===== src/hw/alarm_pkg.sv =====
// Shared constants for the alarm output mapper
package alarm_pkg;

  // ************************************************************
  // Sizes
  // ************************************************************
  localparam int NUM_OUT    = 8;
  localparam int NUM_ANALOG = 3;
  localparam int NUM_FAULT  = 10;
  localparam int SEL_W      = 5;
  localparam int COND_W     = 20;
  localparam int RANGE_W    = 16;
  localparam int ADDR_W     = 8;
  localparam int PROD_W     = 24;

  // ************************************************************
  // Source selection codes
  // ************************************************************
  localparam logic [4:0] disabled_source             = 5'h00;
  localparam logic [4:0] power_fault_source          = 5'h01;
  localparam logic [4:0] converter_fault_source      = 5'h02;
  localparam logic [4:0] storage_disconnected_source = 5'h0B;
  localparam logic [4:0] system_fault_source         = 5'h0F;
  localparam logic [4:0] maintenance_source          = 5'h10;
  localparam logic [4:0] analog_ch0_overrange_source = 5'h11;

  // ************************************************************
  // Register map (byte offsets) and fields
  // ************************************************************
  localparam logic [7:0] CFG_OFS     = 8'h00;
  localparam logic [7:0] STATUS_OFS  = 8'h20;
  localparam logic [7:0] MASK_OFS    = 8'h24;
  localparam logic [7:0] LEVEL_OFS   = 8'h28;
  localparam logic [7:0] CTRL_OFS    = 8'h2C;
  localparam logic [7:0] RANGE_OFS   = 8'h30;
  localparam int         CFG_POL_BIT = 8;
  localparam int         CTRL_MAINT  = 0;
  localparam int         CTRL_OVR_EN = 1;
  localparam int         LEVEL_OVR   = 8;

  // ************************************************************
  // Reset values
  // ************************************************************
  localparam logic [4:0]  CFG_SEL_RST = 5'h00;
  localparam logic        CFG_POL_RST = 1'b1;
  localparam logic [7:0]  MASK_RST    = 8'h00;
  localparam logic [3:0]  CTRL_RST    = 4'h0;
  localparam logic [15:0] RANGE_RST   = 16'h1000;

  // ************************************************************
  // Over-range thresholds in percent
  // ************************************************************
  localparam int OVR_ENTER_PCT = 90;
  localparam int OVR_LEAVE_PCT = 80;
  localparam int PCT_SCALE     = 100;

  localparam logic [1:0] RESP_OKAY   = 2'h0;
  localparam logic [1:0] RESP_SLVERR = 2'h2;

endpackage


===== src/hw/alarm_pin_driver.sv =====
// One alarm pin: source pick, polarity and output register
`timescale 1ns/1ps
module alarm_pin_driver (
  // Clock and reset
  input  wire logic        aclk,
  input  wire logic        aresetn,
  input  wire logic        ce,
  // Configuration and conditions
  input  wire logic [19:0] cond,
  input  wire logic [4:0]  sel,
  input  wire logic        active_high,
  // Results
  output logic             asserted,
  output logic             pin
);

  logic picked;

  // Codes past the list read as never true
  always_comb begin
    picked = 1'b0;
    if (sel != alarm_pkg::disabled_source && sel < 5'(alarm_pkg::COND_W)) begin
      picked = cond[sel];
    end
  end

  // Registered so a mux change never glitches the pin
  always_ff @(posedge aclk) begin
    if (!aresetn) begin
      asserted <= 1'b0;
      pin      <= !alarm_pkg::CFG_POL_RST;
    end else if (ce) begin
      asserted <= picked;
      pin      <= active_high ? picked : !picked;
    end
  end

  property p_polarity;
    @(posedge aclk) disable iff (!aresetn)
    ce |=> (pin == ($past(active_high) ? asserted : !asserted));
  endproperty
  a_polarity: assert property (p_polarity) else $error("pin polarity wrong");

  property p_disabled;
    @(posedge aclk) disable iff (!aresetn)
    (ce && sel == alarm_pkg::disabled_source) |=> !asserted;
  endproperty
  a_disabled: assert property (p_disabled) else $error("disabled pin went active");

  property p_follow;
    @(posedge aclk) disable iff (!aresetn)
    (ce && sel == alarm_pkg::system_fault_source) |=> (asserted == $past(cond[15]));
  endproperty
  a_follow: assert property (p_follow) else $error("pin lags its condition");

endmodule // alarm_pin_driver


===== src/hw/overrange_tracker.sv =====
// Over-range hysteresis for one analog output channel
`timescale 1ns/1ps
module overrange_tracker (
  // Clock and reset
  input  wire logic        aclk,
  input  wire logic        aresetn,
  input  wire logic        ce,
  // Reading and scale
  input  wire logic        enable,
  input  wire logic [15:0] reading,
  input  wire logic [15:0] std_range,
  // Result
  output logic             over
);

  logic [23:0] reading_pct;
  logic [23:0] enter_lvl;
  logic [23:0] leave_lvl;
  logic        enter_hit;
  logic        leave_hit;

  // Scaled compare avoids a divider; 24 bits hold 16-bit x 100
  assign reading_pct = 24'(reading) * 24'(alarm_pkg::PCT_SCALE);
  assign enter_lvl   = 24'(std_range) * 24'(alarm_pkg::OVR_ENTER_PCT);
  assign leave_lvl   = 24'(std_range) * 24'(alarm_pkg::OVR_LEAVE_PCT);
  assign enter_hit   = reading_pct >= enter_lvl;
  assign leave_hit   = reading_pct <= leave_lvl;

  always_ff @(posedge aclk) begin
    if (!aresetn) begin
      over <= 1'b0;
    end else if (ce) begin
      if (!enable) begin
        over <= 1'b0;
      end else if (over) begin
        over <= !leave_hit;
      end else begin
        over <= enter_hit;
      end
    end
  end

  property p_enter;
    @(posedge aclk) disable iff (!aresetn)
    (ce && enable && !over && enter_hit) |=> over;
  endproperty
  a_enter: assert property (p_enter) else $error("over-range not entered");

  property p_leave;
    @(posedge aclk) disable iff (!aresetn)
    (ce && over && leave_hit) |=> !over;
  endproperty
  a_leave: assert property (p_leave) else $error("over-range not left");

endmodule // overrange_tracker


===== src/hw/status_alarm_output_mapper.sv =====
// Alarm output mapper top: register bus, conditions and eight alarm pins
`timescale 1ns/1ps
module status_alarm_output_mapper (
  // Clock, reset, enable
  input  wire logic        aclk,
  input  wire logic        aresetn,
  input  wire logic        ce,
  // AXI4-Lite write address
  input  wire logic [7:0]  awaddr,
  input  wire logic [2:0]  awprot,
  input  wire logic        awvalid,
  output logic             awready,
  // AXI4-Lite write data
  input  wire logic [31:0] wdata,
  input  wire logic [3:0]  wstrb,
  input  wire logic        wvalid,
  output logic             wready,
  // AXI4-Lite write response
  output logic [1:0]       bresp,
  output logic             bvalid,
  input  wire logic        bready,
  // AXI4-Lite read address
  input  wire logic [7:0]  araddr,
  input  wire logic [2:0]  arprot,
  input  wire logic        arvalid,
  output logic             arready,
  // AXI4-Lite read data
  output logic [31:0]      rdata,
  output logic [1:0]       rresp,
  output logic             rvalid,
  input  wire logic        rready,
  // Instrument conditions
  input  wire logic [9:0]  fault_flags,
  input  wire logic        storage_disconnected,
  input  wire logic        background_active,
  input  wire logic        span_active,
  input  wire logic        zero_active,
  input  wire logic        system_fault,
  // Analog channel readings
  input  wire logic [15:0] reading_ch0,
  input  wire logic [15:0] reading_ch1,
  input  wire logic [15:0] reading_ch2,
  // Alarm pins and interrupt
  output logic [7:0]       alarm_pin,
  output logic             irq
);

  // ************************************************************
  // Storage
  // ************************************************************
  logic [4:0]  cfg_sel [8];
  logic [7:0]  cfg_pol;
  logic [7:0]  status;
  logic [7:0]  mask;
  logic        maint;
  logic [2:0]  ovr_en;
  logic [15:0] std_range [3];
  logic [15:0] reading [3];
  logic [2:0]  over;
  logic [7:0]  asserted;
  logic [7:0]  asserted_d;
  logic [19:0] cond;

  // ************************************************************
  // Write channel
  // ************************************************************
  logic        aw_held;
  logic        w_held;
  logic [7:0]  aw_addr_q;
  logic [31:0] w_data_q;
  logic [3:0]  w_strb_q;
  logic [31:0] wmask;
  logic        do_write;
  logic        wr_hit;
  logic [5:0]  wr_idx;

  // Protection bits carry no meaning here
  logic        prot_unused;
  assign prot_unused = ^{awprot, arprot};

  // Address and data are taken in either order, one write at a time
  assign awready  = ce & ~aw_held & ~bvalid;
  assign wready   = ce & ~w_held & ~bvalid;
  assign do_write = ce & aw_held & w_held & ~bvalid;
  assign wr_idx   = aw_addr_q[7:2];
  assign wmask    = {{8{w_strb_q[3]}}, {8{w_strb_q[2]}},
                     {8{w_strb_q[1]}}, {8{w_strb_q[0]}}};

  function automatic logic addr_ok(input logic [5:0] idx);
    addr_ok = (idx < alarm_pkg::STATUS_OFS[7:2])
            || (idx >= alarm_pkg::STATUS_OFS[7:2] && idx <= alarm_pkg::CTRL_OFS[7:2])
            || (idx >= alarm_pkg::RANGE_OFS[7:2]
                && idx < alarm_pkg::RANGE_OFS[7:2] + 6'(alarm_pkg::NUM_ANALOG));
  endfunction

  function automatic logic [31:0] merge(input logic [31:0] old,
                                        input logic [31:0] nw,
                                        input logic [31:0] m);
    merge = (old & ~m) | (nw & m);
  endfunction

  assign wr_hit = addr_ok(wr_idx);

  always_ff @(posedge aclk) begin
    if (!aresetn) begin
      aw_held   <= 1'b0;
      w_held    <= 1'b0;
      aw_addr_q <= 8'h00;
      w_data_q  <= 32'h00000000;
      w_strb_q  <= 4'h0;
      bvalid    <= 1'b0;
      bresp     <= alarm_pkg::RESP_OKAY;
    end else if (ce) begin
      if (awvalid && awready) begin
        aw_held   <= 1'b1;
        aw_addr_q <= awaddr;
      end
      if (wvalid && wready) begin
        w_held   <= 1'b1;
        w_data_q <= wdata;
        w_strb_q <= wstrb;
      end
      if (do_write) begin
        aw_held <= 1'b0;
        w_held  <= 1'b0;
        bvalid  <= 1'b1;
        bresp   <= wr_hit ? alarm_pkg::RESP_OKAY : alarm_pkg::RESP_SLVERR;
      end else if (bvalid && bready) begin
        bvalid <= 1'b0;
      end
    end
  end

  // ************************************************************
  // Control registers
  // ************************************************************
  logic [31:0] ctrl_new;
  logic [31:0] mask_new;
  assign ctrl_new = merge({28'h0000000, ovr_en, maint}, w_data_q, wmask);
  assign mask_new = merge({24'h000000, mask}, w_data_q, wmask);

  always_ff @(posedge aclk) begin
    if (!aresetn) begin
      maint  <= alarm_pkg::CTRL_RST[alarm_pkg::CTRL_MAINT];
      ovr_en <= alarm_pkg::CTRL_RST[alarm_pkg::CTRL_OVR_EN +: 3];
    end else if (ce && do_write && wr_idx == alarm_pkg::CTRL_OFS[7:2]) begin
      maint  <= ctrl_new[alarm_pkg::CTRL_MAINT];
      ovr_en <= ctrl_new[alarm_pkg::CTRL_OVR_EN +: 3];
    end
  end

  always_ff @(posedge aclk) begin
    if (!aresetn) begin
      mask <= alarm_pkg::MASK_RST;
    end else if (ce && do_write && wr_idx == alarm_pkg::MASK_OFS[7:2]) begin
      mask <= mask_new[7:0];
    end
  end

  // ************************************************************
  // Condition vector
  // ************************************************************
  assign reading[0] = reading_ch0;
  assign reading[1] = reading_ch1;
  assign reading[2] = reading_ch2;

  always_comb begin
    cond          = 20'h00000;
    cond[10:1]    = fault_flags;
    cond[11]      = storage_disconnected;
    cond[12]      = background_active;
    cond[13]      = span_active;
    cond[14]      = zero_active;
    cond[15]      = system_fault | (|fault_flags);
    cond[16]      = maint;
    cond[19:17]   = over;
  end

  // ************************************************************
  // Analog channels
  // ************************************************************
  genvar c;
  generate
    for (c = 0; c < alarm_pkg::NUM_ANALOG; c++) begin : g_chan
      logic [31:0] range_new;
      assign range_new = merge({16'h0000, std_range[c]}, w_data_q, wmask);

      always_ff @(posedge aclk) begin
        if (!aresetn) begin
          std_range[c] <= alarm_pkg::RANGE_RST;
        end else if (ce && do_write
                     && wr_idx == alarm_pkg::RANGE_OFS[7:2] + 6'(c)) begin
          std_range[c] <= range_new[15:0];
        end
      end

      overrange_tracker u_ovr (
        .aclk      (aclk),
        .aresetn   (aresetn),
        .ce        (ce),
        .enable    (ovr_en[c]),
        .reading   (reading[c]),
        .std_range (std_range[c]),
        .over      (over[c])
      );
    end
  endgenerate

  // ************************************************************
  // Alarm outputs
  // ************************************************************
  genvar i;
  generate
    for (i = 0; i < alarm_pkg::NUM_OUT; i++) begin : g_out
      logic [31:0] cfg_new;
      assign cfg_new = merge({23'h000000, cfg_pol[i], 3'h0, cfg_sel[i]},
                             w_data_q, wmask);

      always_ff @(posedge aclk) begin
        if (!aresetn) begin
          cfg_sel[i] <= alarm_pkg::CFG_SEL_RST;
          cfg_pol[i] <= alarm_pkg::CFG_POL_RST;
        end else if (ce && do_write
                     && wr_idx == alarm_pkg::CFG_OFS[7:2] + 6'(i)) begin
          cfg_sel[i] <= cfg_new[4:0];
          cfg_pol[i] <= cfg_new[alarm_pkg::CFG_POL_BIT];
        end
      end

      alarm_pin_driver u_pin (
        .aclk        (aclk),
        .aresetn     (aresetn),
        .ce          (ce),
        .cond        (cond),
        .sel         (cfg_sel[i]),
        .active_high (cfg_pol[i]),
        .asserted    (asserted[i]),
        .pin         (alarm_pin[i])
      );
    end
  endgenerate

  // ************************************************************
  // Events and interrupt
  // ************************************************************
  logic       rd_take;
  logic [7:0] status_clr;
  logic [7:0] status_set;

  assign rd_take    = ce & arvalid & arready;
  assign status_clr = (rd_take && araddr[7:2] == alarm_pkg::STATUS_OFS[7:2]) ? 8'hFF : 8'h00;
  assign status_set = asserted & ~asserted_d;

  // A new event in the read-clear cycle survives the clear
  always_ff @(posedge aclk) begin
    if (!aresetn) begin
      asserted_d <= 8'h00;
      status     <= 8'h00;
    end else if (ce) begin
      asserted_d <= asserted;
      status     <= (status & ~status_clr) | status_set;
    end
  end

  assign irq = |(status & mask);

  // ************************************************************
  // Read channel
  // ************************************************************
  logic [31:0] rd_word;
  logic        rd_hit;
  logic [5:0]  rd_idx;

  assign arready = ce & ~rvalid;
  assign rd_idx  = araddr[7:2];
  assign rd_hit  = addr_ok(rd_idx);

  always_comb begin
    rd_word = 32'h00000000;
    if (rd_idx < alarm_pkg::STATUS_OFS[7:2]) begin
      rd_word = {23'h000000, cfg_pol[rd_idx[2:0]], 3'h0, cfg_sel[rd_idx[2:0]]};
    end else if (rd_idx == alarm_pkg::STATUS_OFS[7:2]) begin
      rd_word = {24'h000000, status};
    end else if (rd_idx == alarm_pkg::MASK_OFS[7:2]) begin
      rd_word = {24'h000000, mask};
    end else if (rd_idx == alarm_pkg::LEVEL_OFS[7:2]) begin
      rd_word = {21'h000000, over, asserted};
    end else if (rd_idx == alarm_pkg::CTRL_OFS[7:2]) begin
      rd_word = {28'h0000000, ovr_en, maint};
    end else if (rd_hit) begin
      rd_word = {16'h0000, std_range[2'(rd_idx - alarm_pkg::RANGE_OFS[7:2])]};
    end
  end

  always_ff @(posedge aclk) begin
    if (!aresetn) begin
      rvalid <= 1'b0;
      rdata  <= 32'h00000000;
      rresp  <= alarm_pkg::RESP_OKAY;
    end else if (ce) begin
      if (rd_take) begin
        rvalid <= 1'b1;
        rdata  <= rd_word;
        rresp  <= rd_hit ? alarm_pkg::RESP_OKAY : alarm_pkg::RESP_SLVERR;
      end else if (rvalid && rready) begin
        rvalid <= 1'b0;
      end
    end
  end

  // ************************************************************
  // Checks
  // ************************************************************
  property p_sysfault;
    @(posedge aclk) disable iff (!aresetn)
    (ce && cfg_sel[6] == alarm_pkg::system_fault_source && cfg_pol[6]
      && (system_fault || (|fault_flags))) |=> alarm_pin[6];
  endproperty
  a_sysfault: assert property (p_sysfault) else $error("system fault misses a fault");

  property p_maint;
    @(posedge aclk) disable iff (!aresetn)
    (ce && do_write && wr_idx == alarm_pkg::CTRL_OFS[7:2] && w_strb_q[0])
      |=> (cond[16] == $past(w_data_q[alarm_pkg::CTRL_MAINT]));
  endproperty
  a_maint: assert property (p_maint) else $error("maintenance source stale");

  property p_cfg_write;
    @(posedge aclk) disable iff (!aresetn)
    (ce && do_write && wr_idx == alarm_pkg::CFG_OFS[7:2] && w_strb_q[0])
      |=> (cfg_sel[0] == $past(w_data_q[4:0]));
  endproperty
  a_cfg_write: assert property (p_cfg_write) else $error("source select not stored");

  property p_pin_one_cycle;
    @(posedge aclk) disable iff (!aresetn)
    (ce && cfg_sel[0] == alarm_pkg::maintenance_source && cfg_pol[0])
      |=> (alarm_pin[0] == $past(maint));
  endproperty
  a_pin_one_cycle: assert property (p_pin_one_cycle) else $error("pin not one cycle late");

  property p_low_active;
    @(posedge aclk) disable iff (!aresetn)
    (ce && cfg_sel[1] == alarm_pkg::system_fault_source && !cfg_pol[1] && cond[15])
      |=> !alarm_pin[1];
  endproperty
  a_low_active: assert property (p_low_active) else $error("active-low pin not low");

  property p_ovr_source;
    @(posedge aclk) disable iff (!aresetn)
    (ce && cfg_sel[2] == alarm_pkg::analog_ch0_overrange_source && cfg_pol[2])
      |=> (alarm_pin[2] == $past(over[0]));
  endproperty
  a_ovr_source: assert property (p_ovr_source) else $error("over-range pin wrong");

  property p_event_sticky;
    @(posedge aclk) disable iff (!aresetn)
    (ce && status_set[0]) |=> status[0];
  endproperty
  a_event_sticky: assert property (p_event_sticky) else $error("event lost");

  property p_write_resp;
    @(posedge aclk) disable iff (!aresetn)
    (ce && do_write) |=> (bvalid && bresp == ($past(wr_hit) ? 2'h0 : 2'h2));
  endproperty
  a_write_resp: assert property (p_write_resp) else $error("write response missing");

endmodule // status_alarm_output_mapper


===== config.mk =====
export PLATFORM = sky130hd
export DESIGN_NAME = status_alarm_output_mapper
export DESIGN_NICKNAME = d
export VERILOG_FILES = /design/src/hw/alarm_pkg.sv /design/src/hw/alarm_pin_driver.sv /design/src/hw/overrange_tracker.sv /design/src/hw/status_alarm_output_mapper.sv
export SDC_FILE = /design/constraint.sdc
export NUM_CORES = 1
export LEC_CHECK = 0
export BUFFER_PORTS_ARGS = -buffer_cell sky130_fd_sc_hd__clkbuf_2
export CAP_MARGIN = 40
export CORE_UTILIZATION = 35
export DETAILED_ROUTE_END_ITERATION = 8
export REMOVE_ABC_BUFFERS = 1
export SKIP_LAST_GASP = 1
export SYNTH_ARGS = -nofsm -noshare
export SYNTH_HDL_FRONTEND = slang
export SYNTH_HIERARCHICAL = 1
export SYNTH_SLANG_ARGS = --single-unit

===== constraint.sdc =====
create_clock -name aclk -period 11.2 [get_ports aclk]
set_clock_uncertainty 0.15 [all_clocks]
set_input_delay 1.68 -clock aclk [delete_from_list [all_inputs] [get_ports aclk]]
set_output_delay 1.68 -clock aclk [all_outputs]
set_load 0.03 [all_outputs]

==> flow_metrics.env, run 1 <==
export IMPL_status="finished, final reports clean"
export IMPL_cts_max_level=4
export IMPL_drv_cap=0
export IMPL_yosys_top_cells_area="ha_1 (22%), edfxtp_1 (11%), fa_1 (9.1%)"
export IMPL_grt_pass1_wl_um=106000
export IMPL_crit_chain="clkbuf_2 -> ha_1 -> ha_1 -> fa_1 -> ha_1 -> nor2b_1 -> o2111ai_2 -> a31oi_1 -> a221o_1 -> o21ai_1 -> and2b_1 -> xnor2_1 -> ha_1 -> a21oi_1 -> nor2b_1 -> o21ai_0 -> o2111ai_1 -> a21oi_1 -> a211oi_1 -> o31a_1"
export IMPL_rsz0062_at_grt="false"
export IMPL_dieArea_sq_um=72400
export IMPL_netlist_area_sq_um=25000
export IMPL_drt_initial_drc_count=1349
export IMPL_finalMaxSlewViolations=0
export IMPL_gp_congestion=0.889
export IMPL_end_kind="register"
export IMPL_synthArstFlopShare_pct=0
export IMPL_p_leak_uw=0.0128
export IMPL_cp_start_kind="input port"
export IMPL_synth_edf_count=88
export IMPL_ys_warn_count=6
export IMPL_irDropWorstVdd_mv=0.146
export IMPL_cp_max_fo=4
export IMPL_period_share_pct=51.8
export IMPL_power_density_nw_per_um2=118
export IMPL_syn_avg_cell_area_sq_um=8.97
export IMPL_cts_buffer_depth=2
export IMPL_worst_endpoint_required_ps=11390
export IMPL_synth_cell_types=89
export IMPL_cts_root_buf="clkbuf_16"
export IMPL_ys_seq_area_share_pct=18.7
export IMPL_area_delta_synth_final_pct=8.85
export IMPL_cts_tree="yes"
export IMPL_ys_ff_latch=189
export IMPL_switching_share_pct=42.3
export IMPL_die_y_um=269
export IMPL_num_rows=97
export IMPL_clkSinkCount=189
export IMPL_cpLargestDelayFamily="compound AO/OA/AOI/OAI gates"
export IMPL_hold_violations=0
export IMPL_synth_top_area_share_pct=22.1
export IMPL_drt_wirelength_per_cell_um=17.4
export IMPL_drc=0
export IMPL_port_buffers=132
export IMPL_grt_met3_usage_pct=2.70
export IMPL_postSynthCellCount=2783
export IMPL_antenna_found_initial=6
export IMPL_vias=20088
export IMPL_post_cts_buffers=0
export IMPL_clk_latency_ps=460
export IMPL_drt_total_wl_um=66800
export IMPL_r2r_start="std_range[0][2]$_SDFFCE_PN0P_"
export IMPL_min_period_ps=5800
export IMPL_core_sq_um=70300
export IMPL_p_sw_uw=1350
export IMPL_setup_viol=0
export IMPL_min_from="w_data_q[13]$_SDFFE_PN0P_"
export IMPL_ioPinCount=179
export IMPL_path_buf_inv=1
export IMPL_ctsResizeCount=0
export IMPL_drive_gt1_share_pct=9.39
export IMPL_cpMostUsedCell="ha_1"
export IMPL_grt_overflow_total=0
export IMPL_clockPowerShare_pct=19.8
export IMPL_route_antenna_remaining_nets=0
export IMPL_p_int_uw=1850
export IMPL_cts_reportedPaths_clkPinSlew_ps=70
export IMPL_finalSetupTns_ps=0
export IMPL_worst_slew_pin_transition_ps=930
export IMPL_drtPass1Iterations=8
export IMPL_layout_setup_ws_ps=5400
export IMPL_fp_dieW_um=269
export IMPL_place_ws_ps=4870
export IMPL_seqPwrFrac_pct=24.3
export IMPL_critical_path_class="input port to register"
export IMPL_synth_flop_cell="dfxtp_1"
export IMPL_relSlewSlack_pct=37.9
export IMPL_critPathLaunch="reading_ch0[2]"
export IMPL_dp_hpwl_um=54000
export IMPL_crit_slowest_cell="fa_1"
export IMPL_max_freq_mhz=172
export IMPL_start_util_pct=35.5
export IMPL_cp_arrival_ps=5990
export IMPL_synth_area_leader_cell="ha_1"
export IMPL_holdBufCountCts=0
export IMPL_viasPerCell=5.23
export IMPL_grt_pass1_vias=19387
export IMPL_cpPeakStageDelay_ps=460
export IMPL_grt_max_degree=73
export IMPL_cts_buffers=17
export IMPL_hold_path_class="register to register"
export IMPL_finalNetCount=3568
export IMPL_grt_use_met1_pct=25.8
export IMPL_use_met2_pct=29.9
export IMPL_track_usage_pct=18.6
export IMPL_top_usage_layer="met2"
export IMPL_combPwrFrac_pct=55.8
per-stage QoR:
stage	instance area, sq um	power (uW)	hold WS (ps)	util (%)	instances
2_1_floorplan	24600	2170	286	-	2716
3_3_place_gp	26500	2560	298	37.7	3804
3_5_place_dp	26500	2580	304	37.8	3805
4_1_cts	27200	3230	314	38.6	3837
5_1_grt	27200	3520	333	38.6	3840
6_report	27200	3200	310	38.6	3840
cell usage after synthesis (all sizes together), types with 23 or more instances:
library cell  instances
ha                  441
inv                 393
a21oi               267
nand2               200
nor2                131
fa                  114
o21ai               105
dfxtp               101
edfxtp               88
nand2b               72
xor2                 69
xnor2                65
a21o                 62
mux2i                53
clkbuf               44
mux4                 44
buf                  40
nand4                39
nor2b                36
nor3                 34
nand3b               30
o21a                 29
o211ai               28
o2111ai              26
o21bai               23
final cells by class:
class / instances / area (sq um)
clock buffers: 17 / 425
clock inverters: 15 / 189
multi-input cells: 2134 / 18400
diodes: 3 / 7.51
inverters: 393 / 1480
fillers: 7123 / 43100
repair buffers: 149 / 796
flip-flops and latches: 189 / 4660
well taps: 940 / 1180
worst reg2reg max path, stage by stage, from the launching register on:
cell      delay [ps]
edfxtp_1         550
ha_1             430
ha_1             300
inv_1             50
fa_1             500
inv_1             50
ha_1             230
fa_1             450
a211oi_2         220
o21bai_1         120
a21oi_2          210
a21oi_2          100
a41o_1           280
o41ai_2          230
xor2_1           190
ha_1             270
nand3_1          120
o22ai_1          100
o21a_1           170
o211ai_1         220
a211oi_1         110
o31a_1           310
layer usage:
layer	vias to the layer above	wire [um]
met5	-	11
met4	2	1460
met3	76	3520
met2	487	30500
met1	9471	31200
li1	10052	-
placed cells by master (no fill, tap or decap), types with 25 or more instances in the layout:
cell type  count
a21o_1        60
a21oi_1      258
clkbuf_2     132
dfxtp_1      101
edfxtp_1      88
fa_1         114
ha_1         441
inv_1        391
mux2i_1       53
mux4_2        28
nand2_1      200
nand2b_1      72
nand3b_1      30
nand4_1       39
nor2_1       129
nor2b_1       36
nor3_1        33
o2111ai_1     25
o21a_1        28
o21ai_0       78
o21ai_1       26
xnor2_1       65
xor2_1        69
final timing paths:
path | to | slack, ps | depth (start not counted)
worst min register to register | w_data_q[13]$_SDFFE_PN0P_ | 310 | 2
worst min-delay path | w_data_q[13]$_SDFFE_PN0P_ | 310 | 2
worst max-delay path | g_chan[0].u_ovr/over$_SDFFE_PN0P_ | 5400 | 20
worst max register to register | g_chan[0].u_ovr/over$_SDFFE_PN0P_ | 5750 | 21
cell families (layout without fill, tap and decap cells):
logic type	Yosys count	count (layout)	synth area share, %
XOR/XNOR	134	134	4.70
multiplexers	97	97	6.34
adder cells (fa/ha/maj)	555	555	31.3
AO/OA/AOI/OAI	698	698	18.6
buffers and inverters	477	574	7.74
other	1	21	0.0150
flip-flops	189	189	18.7
AND/OR/NAND/NOR	632	632	12.6
power by group through the flow:
| stage | Sequential (uW) | Clock, uW | Combinational, uW |
|---|---|---|---|
| 5_1_grt | 783 | 674 | 2070 |
| 4_1_cts | 779 | 642 | 1810 |
| 3_5_place_dp | 795 | 0 | 1790 |
| 3_3_place_gp | 794 | 0 | 1770 |
| 6_report | 780 | 635 | 1790 |
| 2_1_floorplan | 787 | 0 | 1380 |
Note: power is estimated with default switching activity, not from simulation.
==> inputs of run 2 (changes only) <==
Settings changed: ABC_AREA from default to 1.
Clock period 11.2 ns to 4.65 ns, I/O delays scaled along.
==> run 2 against run 1 <==
Compared with the run above: critical path depth grew 3; synthesized cell count grew 31%; largest cell class unchanged; hold slack is essentially flat; utilization grew 4.4 points; design area grew 16%; synthesized area grew 4.3%; die area grew 4.3%; the flow now finishes with violations (design-rule violations); final cell count grew 30%.
==> flow_metrics.env, run 2 <==
export IMPL_status="complete, but fails checks"
export IMPL_violations="design-rule violations"
export IMPL_min_from="asserted_d[1]$_SDFFE_PN0P_"
export IMPL_ys_warn_count=6
export IMPL_gp_congestion=0.887
export IMPL_ys_ff_latch=189
export IMPL_yosysMostFrequentCell="nand2_1"
export IMPL_rsz0062_at_grt="true"
export IMPL_worst_slew_pin_transition_ps=829
export IMPL_postSynthCellCount=3650
export IMPL_min_period_ps=4540
export IMPL_yosys_top_cells_count="nand2_1 (833), inv_1 (586), ha_1 (441)"
export IMPL_r2r_end="g_chan[2].u_ovr/over$_SDFFE_PN0P_"
export IMPL_holdBufCountCts=0
export IMPL_cts_tree="yes"
export IMPL_drc=12
export IMPL_vias=24584
export IMPL_layout_commonest_cell="nand2_1"
export IMPL_finalMaxSlewViolations=0
export IMPL_placed_area_sq_um=29200
export IMPL_track_usage_pct=19.6
export IMPL_ioPinCount=179
export IMPL_synth_top_family_by_area="adder cells"
export IMPL_r2r_slack_ps=110
export IMPL_synth_top_area_share_pct=21.2
export IMPL_syn_avg_cell_area_sq_um=7.13
export IMPL_grt_max_degree=82
export IMPL_grt_pass1_vias=22795
export IMPL_setup_viol=0
export IMPL_power_density_nw_per_um2=296
export IMPL_synth_compound_area_share_pct=13.5
export IMPL_synthArstFlopShare_pct=0
export IMPL_cp_arrival_ps=4790
export IMPL_cts_buffers=17
export IMPL_port_buffers=132
export IMPL_grt_pass1_wl_um=119000
export IMPL_synth_mux_area_fraction_pct=0
export IMPL_start_util_pct=35.5
export IMPL_cts_root_buf="clkbuf_16"
export IMPL_viasPerCell=4.93
export IMPL_yosys_top_cells_area="ha_1 (21%), nand2_1 (12%), edfxtp_1 (10%)"
export IMPL_grt_overflow_total=0
export IMPL_core_sq_um=73300
export IMPL_min_path_cells=2
export IMPL_p_leak_uw=0.0159
export IMPL_fillCellCount=7565
export IMPL_drt_initial_drc_count=1616
export IMPL_hold_violations=0
export IMPL_synth_area_leader_cell="ha_1"
export IMPL_stdcell_area_sq_um=31500
export IMPL_num_rows=99
export IMPL_antenna_found_initial=0
export IMPL_dieArea_sq_um=75500
export IMPL_max_freq_mhz=220
export IMPL_final_cell_mix="nand2_1 (816), inv_1 (577), ha_1 (374), a21oi_1 (320), nor2_1 (290)"
export IMPL_hold_path_class="register to register"
export IMPL_r2r_start="std_range[2][12]$_SDFFCE_PN1P_"
export IMPL_yosys_area_share_simple_pct=24.0
export IMPL_cts_reportedPaths_clkPinSlew_ps=80
export IMPL_critical_path_class="register to register"
export IMPL_route_antenna_remaining_nets=0
export IMPL_crit_slowest_cell="edfxtp_1"
export IMPL_hold_end="asserted_d[1]$_SDFFE_PN0P_"
export IMPL_ys_seq_area_share_pct=17.9
export IMPL_cts_buffer_depth=2
export IMPL_synthAdderAreaFrac_pct=30.0
export IMPL_period_share_pct=97.7
export IMPL_fp_dieW_um=275
export IMPL_cp_start_kind="register"
export IMPL_drtPass1Iterations=7
export IMPL_die_y_um=275
export IMPL_cts_max_level=4
export IMPL_reg2reg_depth=23
export IMPL_drt_wirelength_per_cell_um=15.2
export IMPL_drv_cap=0
export IMPL_finalNetCount=4698
export IMPL_synth_cell_types=53
export IMPL_clkSinkCount=189
export IMPL_cp_max_fo=4
export IMPL_drive_gt1_share_pct=18.4
export IMPL_irDropWorstVdd_mv=0.216
export IMPL_cpMostUsedCell="inv_2"
export IMPL_clk_latency_ps=470
export IMPL_synth_flop_cell="dfxtp_1"
export IMPL_area_delta_synth_final_pct=21.1
export IMPL_crit_chain="ha_4 -> inv_2 -> fa_1 -> fa_1 -> inv_2 -> ha_4 -> nand2_4 -> nor2_4 -> inv_2 -> nor4_4 -> nand4_1 -> nand3_1 -> xor2_1 -> ha_1 -> nand2_1 -> inv_2 -> nand3_2 -> nor3_2 -> buf_4 -> nand3_4 -> nand3_4 -> a21oi_2 -> nor2_1"
export IMPL_relSlewSlack_pct=44.6
export IMPL_total_power_uw=9320
export IMPL_worst_endpoint_required_ps=4900
export IMPL_netlist_area_sq_um=26000
export IMPL_drt_total_wl_um=75700
export IMPL_cpPeakStageDelay_ps=550
export IMPL_end_kind="register"
export IMPL_synth_edf_count=88
export IMPL_dp_hpwl_um=60900
export IMPL_synth_xor_area_share_pct=4.24
run 2: changes by cell type in the layout (fill, tap and decap cells not counted), moves of 36 or more:
| cell | previous run | this run |
|---|---|---|
| nand2_2 | 0 | 40 |
| inv_1 | 391 | 577 |
| nand3_1 | 22 | 180 |
| ha_1 | 441 | 374 |
| nor2_1 | 129 | 290 |
| nand2b_1 | 72 | 0 |
| mux2i_1 | 53 | 0 |
| a21o_1 | 60 | 14 |
| o21ai_0 | 78 | 134 |
| nand2_1 | 200 | 816 |
| buf_4 | 16 | 266 |
| ha_4 | 0 | 61 |
| a21oi_1 | 258 | 320 |
| nor2b_1 | 36 | 0 |
run 2: cell families (layout without fill, tap and decap cells):
group / count (synthesis) / after routing
DFF: 189 / 189
buffers and inverters: 681 / 1041
AOI/OAI and AO/OA: 627 / 627
and+or+nand+nor: 1471 / 1471
xor gates and xnor gates: 126 / 126
other: 1 / 19
adders and majority gates: 555 / 555
run 2: how the worst max path moves through the flow:
stage | endpoint | startpoint | slack (ps)
after floorplan | g_chan[0].u_ovr/over$_SDFFE_PN0P_ | reading_ch0[3] | 450
after global placement | g_chan[2].u_ovr/over$_SDFFE_PN0P_ | reading_ch2[9] | -110
after detailed placement | g_chan[2].u_ovr/over$_SDFFE_PN0P_ | reading_ch2[9] | -130
after CTS | g_chan[2].u_ovr/over$_SDFFE_PN0P_ | std_range[2][12]$_SDFFCE_PN1P_ | -0.7
after global routing | g_chan[1].u_ovr/over$_SDFFE_PN0P_ | std_range[1][12]$_SDFFCE_PN1P_ | -70
final | g_chan[2].u_ovr/over$_SDFFE_PN0P_ | std_range[2][12]$_SDFFCE_PN1P_ | 110
run 2: repair_timing:
item,in CTS,in global routing
resized for setup,27,203
pin swaps,3,108
setup buffers,12,42
endpoints found under the setup margin,3,3
hold endpoints to repair,0,0
run 2: through the flow:
step                      setup slack [ps]  hold WS [ps]  instances  setup TNS (ps)  utilization, %
after floorplan                        452           285       3595               0               -
after global placement                -114           293       4899            -170            39.7
after detailed placement              -130           300       4900            -296            39.8
after CTS                           -0.666           312       4944          -0.666            40.9
after global routing                 -72.2           326       4986            -137            43.0
final                                  109           310       4987               0            43.0
run 2: layer usage:
metal  routed length [um]  GRT usage, %  share of wire (%)  vias up
met2                34700          31.8                 46      584
met4                 1570          5.10                2.1        0
met3                 4100          2.22                5.4       77
li1                     -             -                  -    12627
met1                35300          27.5                 47    11296
met5                    0             0                  0        -
run 2: power breakdown:
group / internal, uW / switching [uW]
Combinational: 2510 / 3320
Clock: 775 / 810
Sequential: 1800 / 104
run 2: area by class of cell:
cell class,count,area [sq um],area share [%]
clock inverter,14,184,0.583
inverter,609,2290,7.25
multi-input combinational,2797,20100,63.6
clock buffer,18,450,1.43
tap,959,1200,3.80
sequential,189,4660,14.8
antenna,1,2.50,0.00793
timing repair buffer,400,2700,8.55
run 2: worst max-delay path: cells and delay by family, from the launching register on:
family / cells / cell delay [ps]
adder cells (fa/ha/maj): 5 / 1940
AND/OR/NAND/NOR: 11 / 1310
flip-flops: 1 / 550
buffers and inverters: 5 / 360
XOR/XNOR: 1 / 80
AO/OA/AOI/OAI: 1 / 60
